==> src/usdbr_pkg.sv <==
package usdbr_pkg;

   // ****************************************
   // register map
   // ****************************************
   localparam logic [3:0]  LS_OFS      = 4'h0;
   localparam logic [3:0]  DATA_OFS    = 4'h4;
   localparam logic [3:0]  DIV_OFS     = 4'h8;
   localparam logic [3:0]  CTRL_OFS    = 4'hC;
   localparam logic [31:0] LS_RESET    = 32'h00C0_0000;
   localparam logic [15:0] DIV_RESET   = 16'h0000;
   localparam logic [15:0] CTRL_RESET  = 16'h0000;

   // ****************************************
   // status field positions
   // ****************************************
   localparam int CTS_B  = 9;
   localparam int BRK_B  = 8;
   localparam int TXE_B  = 7;
   localparam int TC_B   = 6;
   localparam int RX_HOLD_FULL_B = 5;
   localparam int IDLE_B = 4;
   localparam int ORE_B  = 3;
   localparam int NF_B   = 2;
   localparam int FE_B   = 1;
   localparam int PE_B   = 0;
   localparam logic [9:0] LS_W0_MASK  = 10'h360;
   localparam logic [9:0] LS_SEQ_MASK = 10'h01F;

   // ****************************************
   // divider and sampling
   // ****************************************
   localparam int         DIV_FRAC_W = 4;
   localparam int         DIV_INT_W  = 12;
   localparam logic [3:0] OS16_LAST  = 4'hF;
   localparam logic [3:0] OS8_LAST   = 4'h7;
   localparam logic [1:0] RESP_OKAY  = 2'h0;
   localparam logic [1:0] RESP_SLVERR = 2'h2;

   typedef struct packed {
      logic multibuf_err_irq_on;
      logic clear_to_send_irq_on;
      logic break_seen_irq_on;
      logic parity_fault_irq_on;
      logic line_quiet_irq_on;
      logic rx_hold_full_irq_on;
      logic tx_done_irq_on;
      logic tx_hold_empty_irq_on;
      logic multibuf;
      logic clear_to_send_flow_on;
      logic half_oversample;
      logic word9;
      logic parity_odd;
      logic parity_on;
      logic rx_on;
      logic tx_on;
   } usdbr_ctrl_t;

   typedef struct packed {
      logic       valid;
      logic [8:0] data;
      logic       noise;
      logic       framing;
      logic       parity;
   } usdbr_rx_word_t;

endpackage : usdbr_pkg

==> src/usdbr_regs.sv <==
`timescale 1ns/1ps
// How it works
// - with flow control on, each clear-to-send toggle sets its flag; zero write clears
// - detected break sets break_seen_flag; zero write clears; enable gates its interrupt
// - holding word taken by shifter sets tx_hold_empty; any data write clears
// - data frame finished while tx_hold_empty set raises tx_done
// - tx_done clears by status read then data write, or zero write
// - received word loaded sets rx_hold_full; data read or zero write clears
// - idle line sets line_quiet; status read then data read clears
// - line_quiet stays off after clearing until a new word fills the hold
// - word arriving while hold full sets overrun; rx_hold_full interrupt enable gates interrupt
// - on overrun the held word stays, the incoming word is dropped
// - noise sets noise_flag; sequence clears; no own interrupt in single buffer
// - framing fault set by receiver; sequence clears; no own single-buffer interrupt
// - framing plus overrun on one word sets only overrun
// - multibuffer mode: overrun, noise or framing interrupt when error enable set
// - parity error sets parity_fault; status read then data access clears
// - one data address: writes go to tx hold, reads return rx hold
// - parity on: top written data bit replaced by computed parity
// - parity on: received parity bit returned in top data bit
// - each baud counter halts while its direction enable is off
// - divider register: integer part bits 15:4, fraction bits 3:0
// - half oversample ignores fraction bit 3
// - sixteen samples per bit, or eight with half oversample
module usdbr_regs
   import usdbr_pkg::*;
#(
   parameter int ADDR_W = 4
) (
   input  wire logic           aclk,
   input  wire logic           aresetn,
   input  wire logic [ADDR_W-1:0] awaddr,
   input  wire logic           awvalid,
   output logic                awready,
   input  wire logic [31:0]    wdata,
   input  wire logic [3:0]     wstrb,
   input  wire logic           wvalid,
   output logic                wready,
   output logic [1:0]          bresp,
   output logic                bvalid,
   input  wire logic           bready,
   input  wire logic [ADDR_W-1:0] araddr,
   input  wire logic           arvalid,
   output logic                arready,
   output logic [31:0]         rdata,
   output logic [1:0]          rresp,
   output logic                rvalid,
   input  wire logic           rready,
   input  wire usdbr_rx_word_t rx_word,
   input  wire logic           tx_take,
   input  wire logic           tx_frame_done,
   input  wire logic           line_idle,
   input  wire logic           line_break,
   input  wire logic           cts_pin_n,
   output logic [8:0]          tx_word,
   output logic                tx_word_valid,
   output usdbr_ctrl_t         ctrl,
   output logic                tx_os_tick,
   output logic                rx_os_tick,
   output logic                tx_bit_tick,
   output logic                rx_bit_tick,
   output logic                irq_req
);

   if (ADDR_W < 4) begin : g_chk
      $error("ADDR_W below 4 cannot hold the map");
   end

   // ****************************************
   // bus slave
   // ****************************************
   logic        bvalid_reg;
   logic [1:0]  bresp_reg;
   logic        rvalid_reg;
   logic [1:0]  rresp_reg;
   logic [31:0] rdata_reg;
   logic        wr_fire;
   logic        rd_fire;
   logic        wr_ls;
   logic        wr_dr;
   logic        wr_div;
   logic        wr_ctl;
   logic        rd_ls;
   logic        rd_dr;
   logic        rd_map;
   logic [31:0] wmask;
   logic [31:0] rd_val;

   assign wr_fire = awvalid & wvalid & ~bvalid_reg;
   assign awready = wr_fire;
   assign wready  = wr_fire;
   assign rd_fire = arvalid & ~rvalid_reg;
   assign arready = ~rvalid_reg;
   assign bvalid  = bvalid_reg;
   assign bresp   = bresp_reg;
   assign rvalid  = rvalid_reg;
   assign rresp   = rresp_reg;
   assign rdata   = rdata_reg;

   assign wr_ls  = wr_fire & (awaddr == ADDR_W'(LS_OFS));
   assign wr_dr  = wr_fire & (awaddr == ADDR_W'(DATA_OFS));
   assign wr_div = wr_fire & (awaddr == ADDR_W'(DIV_OFS));
   assign wr_ctl = wr_fire & (awaddr == ADDR_W'(CTRL_OFS));
   assign rd_ls  = rd_fire & (araddr == ADDR_W'(LS_OFS));
   assign rd_dr  = rd_fire & (araddr == ADDR_W'(DATA_OFS));
   assign rd_map = rd_ls | rd_dr | (araddr == ADDR_W'(DIV_OFS))
                 | (araddr == ADDR_W'(CTRL_OFS));
   assign wmask  = {{8{wstrb[3]}}, {8{wstrb[2]}}, {8{wstrb[1]}}, {8{wstrb[0]}}};

   always_ff @(posedge aclk) begin
      if (!aresetn) begin
         bvalid_reg <= 1'b0;
         bresp_reg  <= RESP_OKAY;
      end else if (wr_fire) begin
         bvalid_reg <= 1'b1;
         bresp_reg  <= (wr_ls | wr_dr | wr_div | wr_ctl) ? RESP_OKAY : RESP_SLVERR;
      end else if (bready) begin
         bvalid_reg <= 1'b0;
      end
   end

   always_ff @(posedge aclk) begin
      if (!aresetn) begin
         rvalid_reg <= 1'b0;
         rresp_reg  <= RESP_OKAY;
         rdata_reg  <= 32'h0000_0000;
      end else if (rd_fire) begin
         rvalid_reg <= 1'b1;
         rresp_reg  <= rd_map ? RESP_OKAY : RESP_SLVERR;
         rdata_reg  <= rd_val;
      end else if (rready) begin
         rvalid_reg <= 1'b0;
      end
   end

   // ****************************************
   // control and divider
   // ****************************************
   usdbr_ctrl_t ctrl_reg;
   logic [15:0] div_reg;

   always_ff @(posedge aclk) begin
      if (!aresetn) begin
         ctrl_reg <= usdbr_ctrl_t'(CTRL_RESET);
      end else if (wr_ctl) begin
         ctrl_reg <= usdbr_ctrl_t'((16'(ctrl_reg) & ~wmask[15:0]) | (wdata[15:0] & wmask[15:0]));
      end
   end

   always_ff @(posedge aclk) begin
      if (!aresetn) begin
         div_reg <= DIV_RESET;
      end else if (wr_div) begin
         div_reg <= (div_reg & ~wmask[15:0]) | (wdata[15:0] & wmask[15:0]);
      end
   end

   assign ctrl = ctrl_reg;

   // ****************************************
   // clear-to-send input
   // ****************************************
   logic cts_meta_reg;
   logic cts_sync_reg;
   logic cts_last_reg;
   logic cts_toggle;

   always_ff @(posedge aclk) begin
      if (!aresetn) begin
         cts_meta_reg <= 1'b1;
         cts_sync_reg <= 1'b1;
         cts_last_reg <= 1'b1;
      end else begin
         cts_meta_reg <= cts_pin_n;
         cts_sync_reg <= cts_meta_reg;
         cts_last_reg <= cts_sync_reg;
      end
   end

   assign cts_toggle = cts_sync_reg ^ cts_last_reg;

   // ****************************************
   // status flags
   // ****************************************
   logic [9:0] status_reg;
   logic [9:0] status_next;
   logic       seq_reg;
   logic       idle_arm_reg;
   logic       hold_busy;
   logic       rx_load;
   logic       rx_over;

   // a read of data in the same cycle frees the hold for the new word
   assign hold_busy = status_reg[RX_HOLD_FULL_B] & ~rd_dr;
   assign rx_load   = rx_word.valid & ~hold_busy;
   assign rx_over   = rx_word.valid & hold_busy;

   always_comb begin
      status_next = status_reg;
      if (wr_ls) begin
         status_next = status_next & ~(wmask[9:0] & ~wdata[9:0] & LS_W0_MASK);
      end
      if (wr_dr) begin
         status_next[TXE_B] = 1'b0;
         if (seq_reg) begin
            status_next[TC_B] = 1'b0;
            status_next[PE_B] = 1'b0;
         end
      end
      if (rd_dr) begin
         status_next[RX_HOLD_FULL_B] = 1'b0;
         if (seq_reg) begin
            status_next = status_next & ~LS_SEQ_MASK;
         end
      end
      // sets come last so an event beats a clear in the same cycle
      if (ctrl_reg.clear_to_send_flow_on && cts_toggle) begin
         status_next[CTS_B] = 1'b1;
      end
      if (line_break) begin
         status_next[BRK_B] = 1'b1;
      end
      if (tx_take) begin
         status_next[TXE_B] = 1'b1;
      end
      if (tx_frame_done && status_reg[TXE_B]) begin
         status_next[TC_B] = 1'b1;
      end
      if (line_idle && idle_arm_reg) begin
         status_next[IDLE_B] = 1'b1;
      end
      if (rx_over) begin
         status_next[ORE_B] = 1'b1;
      end
      if (rx_load) begin
         status_next[RX_HOLD_FULL_B] = 1'b1;
         if (rx_word.noise) begin
            status_next[NF_B] = 1'b1;
         end
         if (rx_word.framing) begin
            status_next[FE_B] = 1'b1;
         end
         if (rx_word.parity) begin
            status_next[PE_B] = 1'b1;
         end
      end
   end

   always_ff @(posedge aclk) begin
      if (!aresetn) begin
         status_reg <= LS_RESET[9:0];
      end else begin
         status_reg <= status_next;
      end
   end

   // status read arms the clear; the next data access spends it
   always_ff @(posedge aclk) begin
      if (!aresetn) begin
         seq_reg <= 1'b0;
      end else if (rd_dr || wr_dr) begin
         seq_reg <= 1'b0;
      end else if (rd_ls) begin
         seq_reg <= 1'b1;
      end
   end

   always_ff @(posedge aclk) begin
      if (!aresetn) begin
         idle_arm_reg <= 1'b0;
      end else if (rx_load) begin
         idle_arm_reg <= 1'b1;
      end else if (line_idle) begin
         idle_arm_reg <= 1'b0;
      end
   end

   // ****************************************
   // holding registers
   // ****************************************
   logic [8:0] tx_hold_reg;
   logic [8:0] rx_hold_reg;
   logic [8:0] tx_word_reg;
   logic [8:0] tx_word_next;
   logic [8:0] rx_view;

   always_ff @(posedge aclk) begin
      if (!aresetn) begin
         tx_hold_reg <= 9'h000;
      end else if (wr_dr) begin
         tx_hold_reg <= (tx_hold_reg & ~wmask[8:0]) | (wdata[8:0] & wmask[8:0]);
      end
   end

   always_ff @(posedge aclk) begin
      if (!aresetn) begin
         rx_hold_reg <= 9'h000;
      end else if (rx_load) begin
         rx_hold_reg <= rx_word.data;
      end
   end

   always_comb begin
      tx_word_next = tx_hold_reg;
      if (!ctrl_reg.word9) begin
         tx_word_next[8] = 1'b0;
      end
      if (ctrl_reg.parity_on && ctrl_reg.word9) begin
         tx_word_next[8] = ^tx_hold_reg[7:0] ^ ctrl_reg.parity_odd;
      end else if (ctrl_reg.parity_on) begin
         tx_word_next[7] = ^tx_hold_reg[6:0] ^ ctrl_reg.parity_odd;
      end
   end

   always_ff @(posedge aclk) begin
      if (!aresetn) begin
         tx_word_reg <= 9'h000;
      end else begin
         tx_word_reg <= tx_word_next;
      end
   end

   assign tx_word       = tx_word_reg;
   assign tx_word_valid = ~status_reg[TXE_B];
   assign rx_view       = {rx_hold_reg[8] & ctrl_reg.word9, rx_hold_reg[7:0]};

   always_comb begin
      rd_val = 32'h0000_0000;
      if (araddr == ADDR_W'(LS_OFS)) begin
         rd_val = {LS_RESET[31:10], status_reg};
      end else if (araddr == ADDR_W'(DATA_OFS)) begin
         rd_val = {23'h000000, rx_view};
      end else if (araddr == ADDR_W'(DIV_OFS)) begin
         rd_val = {16'h0000, div_reg};
      end else if (araddr == ADDR_W'(CTRL_OFS)) begin
         rd_val = {16'h0000, 16'(ctrl_reg)};
      end
   end

   // ****************************************
   // interrupt request
   // ****************************************
   logic irq_reg;
   logic irq_next;

   always_comb begin
      irq_next = (status_reg[CTS_B] & ctrl_reg.clear_to_send_irq_on)
               | (status_reg[BRK_B] & ctrl_reg.break_seen_irq_on)
               | (status_reg[TXE_B] & ctrl_reg.tx_hold_empty_irq_on)
               | (status_reg[TC_B] & ctrl_reg.tx_done_irq_on)
               | ((status_reg[RX_HOLD_FULL_B] | status_reg[ORE_B])
                  & ctrl_reg.rx_hold_full_irq_on)
               | (status_reg[IDLE_B] & ctrl_reg.line_quiet_irq_on)
               | (status_reg[PE_B] & ctrl_reg.parity_fault_irq_on)
               | (ctrl_reg.multibuf & ctrl_reg.multibuf_err_irq_on
                  & (status_reg[ORE_B] | status_reg[NF_B] | status_reg[FE_B]));
   end

   always_ff @(posedge aclk) begin
      if (!aresetn) begin
         irq_reg <= 1'b0;
      end else begin
         irq_reg <= irq_next;
      end
   end

   assign irq_req = irq_reg;

   // ****************************************
   // baud generators
   // ****************************************
   logic [15:0] div_eff;
   logic [1:0]  ch_on;
   logic [1:0]  os_tick;
   logic [1:0]  bit_tick;
   logic [3:0]  os_last;

   // bit 3 of the fraction dropped so odd settings cannot skew x8 timing
   assign div_eff = ctrl_reg.half_oversample
                  ? {div_reg[15:4], 1'b0, div_reg[2:0]}
                  : div_reg;
   assign os_last = ctrl_reg.half_oversample ? OS8_LAST : OS16_LAST;
   assign ch_on   = {ctrl_reg.rx_on, ctrl_reg.tx_on};

   for (genvar g = 0; g < 2; g++) begin : g_baud
      logic [16:0] acc_reg;
      logic [16:0] acc_sum;
      logic [3:0]  os_cnt_reg;
      logic        os_reg;
      logic        bit_reg;
      logic        run;

      // integer part zero would need several ticks per clock, so it halts
      assign run     = ch_on[g] & (div_eff[15:4] != 12'h000);
      assign acc_sum = acc_reg + 17'h00010;

      always_ff @(posedge aclk) begin
         if (!aresetn || !run) begin
            acc_reg <= 17'h00000;
            os_reg  <= 1'b0;
         end else if (acc_sum >= {1'b0, div_eff}) begin
            acc_reg <= acc_sum - {1'b0, div_eff};
            os_reg  <= 1'b1;
         end else begin
            acc_reg <= acc_sum;
            os_reg  <= 1'b0;
         end
      end

      always_ff @(posedge aclk) begin
         if (!aresetn || !run) begin
            os_cnt_reg <= 4'h0;
            bit_reg    <= 1'b0;
         end else if (os_reg && os_cnt_reg >= os_last) begin
            os_cnt_reg <= 4'h0;
            bit_reg    <= 1'b1;
         end else begin
            os_cnt_reg <= os_cnt_reg + {3'h0, os_reg};
            bit_reg    <= 1'b0;
         end
      end

      assign os_tick[g]  = os_reg;
      assign bit_tick[g] = bit_reg;
   end

   assign tx_os_tick  = os_tick[0];
   assign rx_os_tick  = os_tick[1];
   assign tx_bit_tick = bit_tick[0];
   assign rx_bit_tick = bit_tick[1];

   // ****************************************
   // checks
   // ****************************************
   property p_cts_flag;
      @(posedge aclk) disable iff (!aresetn)
      (ctrl_reg.clear_to_send_flow_on && cts_toggle) |=> status_reg[CTS_B];
   endproperty
   a_cts_flag: assert property (p_cts_flag) else $error("cts toggle lost");

   property p_txe_clear;
      @(posedge aclk) disable iff (!aresetn)
      (wr_dr && !tx_take) |=> !status_reg[TXE_B] && tx_word_valid;
   endproperty
   a_txe_clear: assert property (p_txe_clear) else $error("data write left txe");

   property p_tc_set;
      @(posedge aclk) disable iff (!aresetn)
      (tx_frame_done && status_reg[TXE_B]) |=> status_reg[TC_B];
   endproperty
   a_tc_set: assert property (p_tc_set) else $error("tx_done not set");

   property p_rx_load;
      @(posedge aclk) disable iff (!aresetn)
      rx_load |=> status_reg[RX_HOLD_FULL_B] && rx_hold_reg == $past(rx_word.data);
   endproperty
   a_rx_load: assert property (p_rx_load) else $error("received word not held");

   property p_idle_arm;
      @(posedge aclk) disable iff (!aresetn)
      $rose(status_reg[IDLE_B]) |-> $past(idle_arm_reg);
   endproperty
   a_idle_arm: assert property (p_idle_arm) else $error("idle set while disarmed");

   property p_overrun_keep;
      @(posedge aclk) disable iff (!aresetn)
      rx_over |=> status_reg[ORE_B] && $stable(rx_hold_reg);
   endproperty
   a_overrun_keep: assert property (p_overrun_keep) else $error("overrun lost hold");

   property p_fe_on_over;
      @(posedge aclk) disable iff (!aresetn)
      (rx_over && !status_reg[FE_B] && !rd_dr && !wr_ls) |=> !status_reg[FE_B];
   endproperty
   a_fe_on_over: assert property (p_fe_on_over) else $error("framing set on overrun");

   property p_tx_halt;
      @(posedge aclk) disable iff (!aresetn)
      !ctrl_reg.tx_on |=> !tx_os_tick ##0 !tx_bit_tick;
   endproperty
   a_tx_halt: assert property (p_tx_halt) else $error("tx baud ran while off");

endmodule : usdbr_regs

==> config.mk <==
export PLATFORM = sky130hd
export DESIGN_NAME = usdbr_regs
export DESIGN_NICKNAME = d
export VERILOG_FILES = /design/src/usdbr_pkg.sv /design/src/usdbr_regs.sv
export SDC_FILE = /design/constraint.sdc
export NUM_CORES = 1
export LEC_CHECK = 0
export CAP_MARGIN = 20
export CORE_AREA = 5 5 117 164
export DETAILED_ROUTE_END_ITERATION = 12
export DIE_AREA = 0 0 122 169
export DONT_BUFFER_PORTS = 1
export GPL_TIMING_DRIVEN = 0
export PLACE_DENSITY_LB_ADDON = 0.15
export SLEW_MARGIN = 20
export SYNTH_ARGS = -nofsm -noshare
export SYNTH_HDL_FRONTEND = slang
export SYNTH_SLANG_ARGS = --single-unit
export TNS_END_PERCENT = 50
==> constraint.sdc <==
create_clock -name aclk -period 2.95 [get_ports aclk]
set_input_delay 0.295 -clock aclk [delete_from_list [all_inputs] [get_ports aclk]]
set_output_delay 0.295 -clock aclk [all_outputs]
set_load 0.01 [all_outputs]
Yosys cells after proc, flatten, opt, wreduce, memory -nomap -nowiden
Cells that the tools add are included.
{"block": "totals", "reg_bits": 159, "inputBits": 69, "elab_cells": 186}
{"block": "classes", "addsub": 6, "order_cmp": 4, "eq_ne": 6, "mux": 42, "bitwise": 63, "n_reduce_logical": 24}
{"cell": "AND 16 bit", "count": 3}
{"cell": "two-way mux 16 bit", "count": 3}
{"cell": "adder 17 x 5 -> 17 bit, second input constant", "count": 2}
{"cell": ">= comparator 17 x 16 -> 1 bit", "count": 2}
{"cell": "two-way mux 17 bit", "count": 2}
{"cell": "subtractor 17 x 16 -> 17 bit", "count": 2}
{"cell": "OR 16 bit", "count": 2}
{"cell": "two-way mux 1 bit", "count": 27}
{"cell": "AND 1 bit", "count": 24}
{"cell": "two-way mux 24 bit", "count": 1}
{"cell": "AND 10 bit", "count": 2}
{"cell": "NOT 10 bit", "count": 2}
{"cell": "AND 9 bit", "count": 2}
{"cell": "== test 4 bit, second input constant", "count": 4}
{"cell": "NOT 16 bit", "count": 1}
{"cell": "OR 1 bit", "count": 16}
{"cell": "nonzero test 12 bit", "count": 1}
{"cell": "two-way mux 10 bit", "count": 1}
{"cell": "NOT 9 bit", "count": 1}
{"cell": "OR 9 bit", "count": 1}
{"cell": "adder 4 x 1 -> 4 bit", "count": 2}
{"cell": "== test 4 x 3 -> 1 bit, second input constant", "count": 2}
{"cell": ">= comparator 4 bit", "count": 2}
{"cell": "zero test 4 bit", "count": 2}
{"cell": "other kinds (15)", "count": 38}

Depth between registers and ports, before layout
{"block": "logic_depth", "ltp_word": 11, "ltp_mapped": 14, "depth_no_buf": 13}

Worst setup path after synthesis
OpenSTA, ideal clock, no wires.
{"block": "synth_path", "kind": "reg-to-reg", "from": "register g_baud[0].acc_reg[4]", "to": "register g_baud[0].acc_reg[11]", "setup_time_ns": 0.128, "arrival_time_ns": 2.743, "required_time_ns": 2.822, "setup_slack_ns": 0.080, "path_stages_with_launch": 14, "period_less_slack_ns": 2.870, "path_cell_list": "dfxtp_1 ha_1 nand3_1 nor3_1 xor2_1 ha_1 and2_1 and3_1 nand3_1 a31oi_1 a2111oi_4 buf_6 mux2i_1 nor2_1"}
{"block": "synth_between", "elab_chain_len": 3, "word_cells_on_any_way": 4, "cone_classes": "2 x add/sub; 1 x order compare; 1 x mux"}
{"item": "from (decl)", "line": "usdbr_regs.sv:386", "text": "logic [16:0] acc_reg;"}
{"item": "from (signal assigned)", "line": "usdbr_regs.sv:402", "text": "acc_reg <= acc_sum - {1'b0, div_eff};"}
{"item": "from (signal assigned)", "line": "usdbr_regs.sv:405", "text": "acc_reg <= acc_sum;"}
{"item": "adder 17 x 5 -> 17 bit (*)", "line": "usdbr_regs.sv:395", "text": "assign acc_sum = acc_reg + 17'h00010;"}
{"item": "subtractor 17 x 16 -> 17 bit / >= comparator 17 x 16 -> 1 bit (equally long branches)", "line": "usdbr_regs.sv:402, usdbr_regs.sv:401"}
{"item": "two-way mux 17 bit (*)", "line": "usdbr_regs.sv:401", "text": "end else if (acc_sum >= {1'b0, div_eff}) begin"}
Mark *: on every way between the ends. The rest lies on a longest branch, timed or not.
A chain may end at the register's enable or synchronous reset.

Worst setup path in the final report
{"block": "layout_path", "from": "register g_baud[0].acc_reg[4]", "to": "register g_baud[0].acc_reg[5]"}
The elaborated chain is that of the path after synthesis.

==> impl_metrics.env <==
export IMPL_status="finished clean"
export IMPL_syn_area_per_cell_um2=8.64
export IMPL_crit_path_end_kind="flop"
export IMPL_filler_cell_count=1683
export IMPL_synth_commonest_cells="dfxtp_1 (142), nor2_1 (103), nand2_1 (75), a21oi_1 (65), mux2i_1 (52)"
export IMPL_fin_skew_ps=7.31
export IMPL_arrival_ps=3220
export IMPL_yosysTopAreaCellShare=0.368
export IMPL_via_per_inst=5.51
export IMPL_synth_area_leaders="dfxtp_1 (37%), ha_1 (6.8%), mux2i_1 (6.7%)"
export IMPL_drtAntennaViolNets=0
export IMPL_ys_flop_type="dfxtp_1"
export IMPL_first_pass_iters=5
export IMPL_intPower_mw=3.16
export IMPL_clk_pin_slew_worst_paths_ps=60
export IMPL_cap_violations=0
export IMPL_whs_ps=11.9
export IMPL_design_area_um2=9370
export IMPL_finalSetupViolCount=0
export IMPL_required_ps=3240
export IMPL_multi_input_area_um2=4900
export IMPL_slew_headroom=0.208
export IMPL_drive_gt1_frac=0.164
export IMPL_diodes=0
export IMPL_ctsRootBufferMaster="clkbuf_16"
export IMPL_final_net_count=1073
export IMPL_rows=58
export IMPL_wl_um=23100
export IMPL_hold_class="input pin to flop"
export IMPL_worst_pin_slew_ps=1180
export IMPL_place_hpwl_um=17600
export IMPL_gp_congestion=0.883
export IMPL_area_growth_pct=21.2
export IMPL_cts_buffers_inserted=17
export IMPL_start_util=0.438
export IMPL_synth_cell_types=75
export IMPL_p_switching_mw=1.11
export IMPL_dpl_instance_area_um2=8090
export IMPL_place_port_buffers=0
export IMPL_wl_per_cell_um=19.0
export IMPL_finalCriticalPeriod_ps=2940
export IMPL_final_hold_violation_count=0
export IMPL_syn_inst=895
export IMPL_clkSinkCount=142
export IMPL_yosysSeqAreaShare=0.368
export IMPL_synth_largest_area_cell="dfxtp_1"
export IMPL_grt_max_degree=17
export IMPL_period_share=0.996
export IMPL_ys_warn_count=0
export IMPL_power_density_nw_per_um2=456
export IMPL_die_area_um2=20600
export IMPL_cts_tree="done"
export IMPL_p_sw_frac=0.260
export IMPL_clk_latency_ps=420
export IMPL_synth_edf_count=0
export IMPL_async_reset_ff_frac=0
export IMPL_drc_errors=0
export IMPL_regArea_um2=2880
export IMPL_worstPathMaxFanout=5
export IMPL_critPathLaunchType="flop"
export IMPL_h_tree_depth=4
export IMPL_power_frac_comb=0.057
export IMPL_grt_ovfl_total=0
export IMPL_clock_power_share=0.483
export IMPL_grt_pass1_wl_um=35800
export IMPL_clk_path_buf_depth=2
export IMPL_path_class="flop to flop"
export IMPL_power_share_sequential=0.460
export IMPL_die_w_um=122
export IMPL_fmax_mhz=340
export IMPL_coreArea_um2=17600
export IMPL_synth_most_common_cell="dfxtp_1"
export IMPL_peakVddDrop_mv=0.338
export IMPL_drt_initial_drc_count=438
export IMPL_num_vias=6679
export IMPL_grt_pass1_vias=6685
export IMPL_groute_usage_overall=0.224
export IMPL_chipHeight_um=169
export IMPL_rsz0062_at_grt="true"
export IMPL_io_pins=141
export IMPL_syn_cell_area_um2=7730
export IMPL_antenna_found_initial=0
export IMPL_ys_ff_latch=142
export IMPL_slew_violations=0
export IMPL_power_leakage_nw=3.79
[repair_timing]
item	CTS	global route
gates resized for setup	51	45
setup buffers	13	12
pin swaps	16	23
endpoints found under the setup margin	36	34
hold endpoints to repair	9	0
cloned	1	0
hold buffers	8	0
[final timing paths]
path / start / endpoint / slack, ps / cells after the start
max: g_baud[0].acc_reg[4]$_SDFF_PP0_ / g_baud[0].acc_reg[5]$_SDFF_PP0_ / 10 / 12
min reg2reg: cts_meta_reg$_SDFF_PN1_ / cts_sync_reg$_SDFF_PN1_ / 430 / 1
max reg2reg: g_baud[0].acc_reg[4]$_SDFF_PP0_ / g_baud[0].acc_reg[5]$_SDFF_PP0_ / 10 / 12
min: tx_take / status_reg[7]$_SDFFE_PN0P_ / 10 / 2
[logic make-up after synthesis]
| logic type | Yosys count | share of synthesized area |
|---|---|---|
| fa+ha+maj | 44 | 0.0732 |
| simple gates | 312 | 0.193 |
| buf+inv | 87 | 0.0539 |
| flops | 142 | 0.368 |
| mux | 54 | 0.0702 |
| xor+xnor | 57 | 0.0656 |
| other cells | 1 | 0.000485 |
| compound gates | 198 | 0.176 |
[power groups by stage]
stage / Sequential [mW] / Combinational [mW] / Clock [mW]
after CTS: 1.97 / 0.232 / 2.10
after floorplan: 2.01 / 0.166 / 0
after global routing: 1.97 / 0.265 / 2.17
final: 1.97 / 0.242 / 2.06
after detailed placement: 2.01 / 0.213 / 0
after global placement: 2.01 / 0.212 / 0
[metrics by stage]
| stage | power [mW] | worst slack, ps | util | cells | setup TNS, ps |
|---|---|---|---|---|---|
| final | 4.27 | 12.8 | 0.531 | 1213 | 0 |
| after global routing | 4.40 | -115 | 0.531 | 1213 | -1190 |
| after global placement | 2.23 | -609 | 0.459 | 1150 | -15660 |
| after detailed placement | 2.23 | -628 | 0.459 | 1150 | -16040 |
| after floorplan | 2.17 | 79.6 | - | 910 | 0 |
| after CTS | 4.30 | 10.6 | 0.514 | 1203 | 0 |
[placed cells by master (no fill, tap or decap), drive strengths merged, types with 9 or more instances in the layout]
cell,synthesis,layout
a211oi,10,10
a21o,12,12
a21oi,65,65
a22o,10,10
and2,16,16
and3,10,10
buf,27,50
clkbuf,25,43
conb,1,16
dfxtp,142,142
ha,42,42
inv,35,42
mux2i,52,52
nand2,76,76
nand2b,12,12
nand3,37,37
nand4,11,11
nor2,104,104
nor3,19,19
nor4,9,9
o21ai,35,35
xnor2,30,30
xor2,27,27
[metal layers]
| layer | part of all wire | vias up | track usage |
|---|---|---|---|
| li1 | - | 3291 | - |
| met1 | 0.37 | 3156 | 0.234 |
| met2 | 0.53 | 190 | 0.416 |
| met3 | 0.056 | 42 | 0.0551 |
| met4 | 0.035 | 0 | 0.100 |
| met5 | 0 | - | 0 |
[worst max-delay path, cell delays in order, from the launching register on]
cell and delay, ps:
dfxtp_4 390, nand4_1 170, nor2_1 170, and4_1 240
xor2_2 270, ha_4 250, and2_4 140, a21o_1 210
a2111oi_4 350, buf_6 200, buf_12 140, mux2i_4 210
nor2_1 60
[area by class of cell]
type,instances,share of cell area
Buffer,51,0.0331
Clock inverter,14,0.0131
Timing Repair Buffer,32,0.0303
Inverter,35,0.0140
Multi-Input combinational cell,681,0.523
Sequential cell,142,0.307
Tap cell,240,0.0321
Clock buffer,18,0.0469
Power figures use the tool's default switching activity.
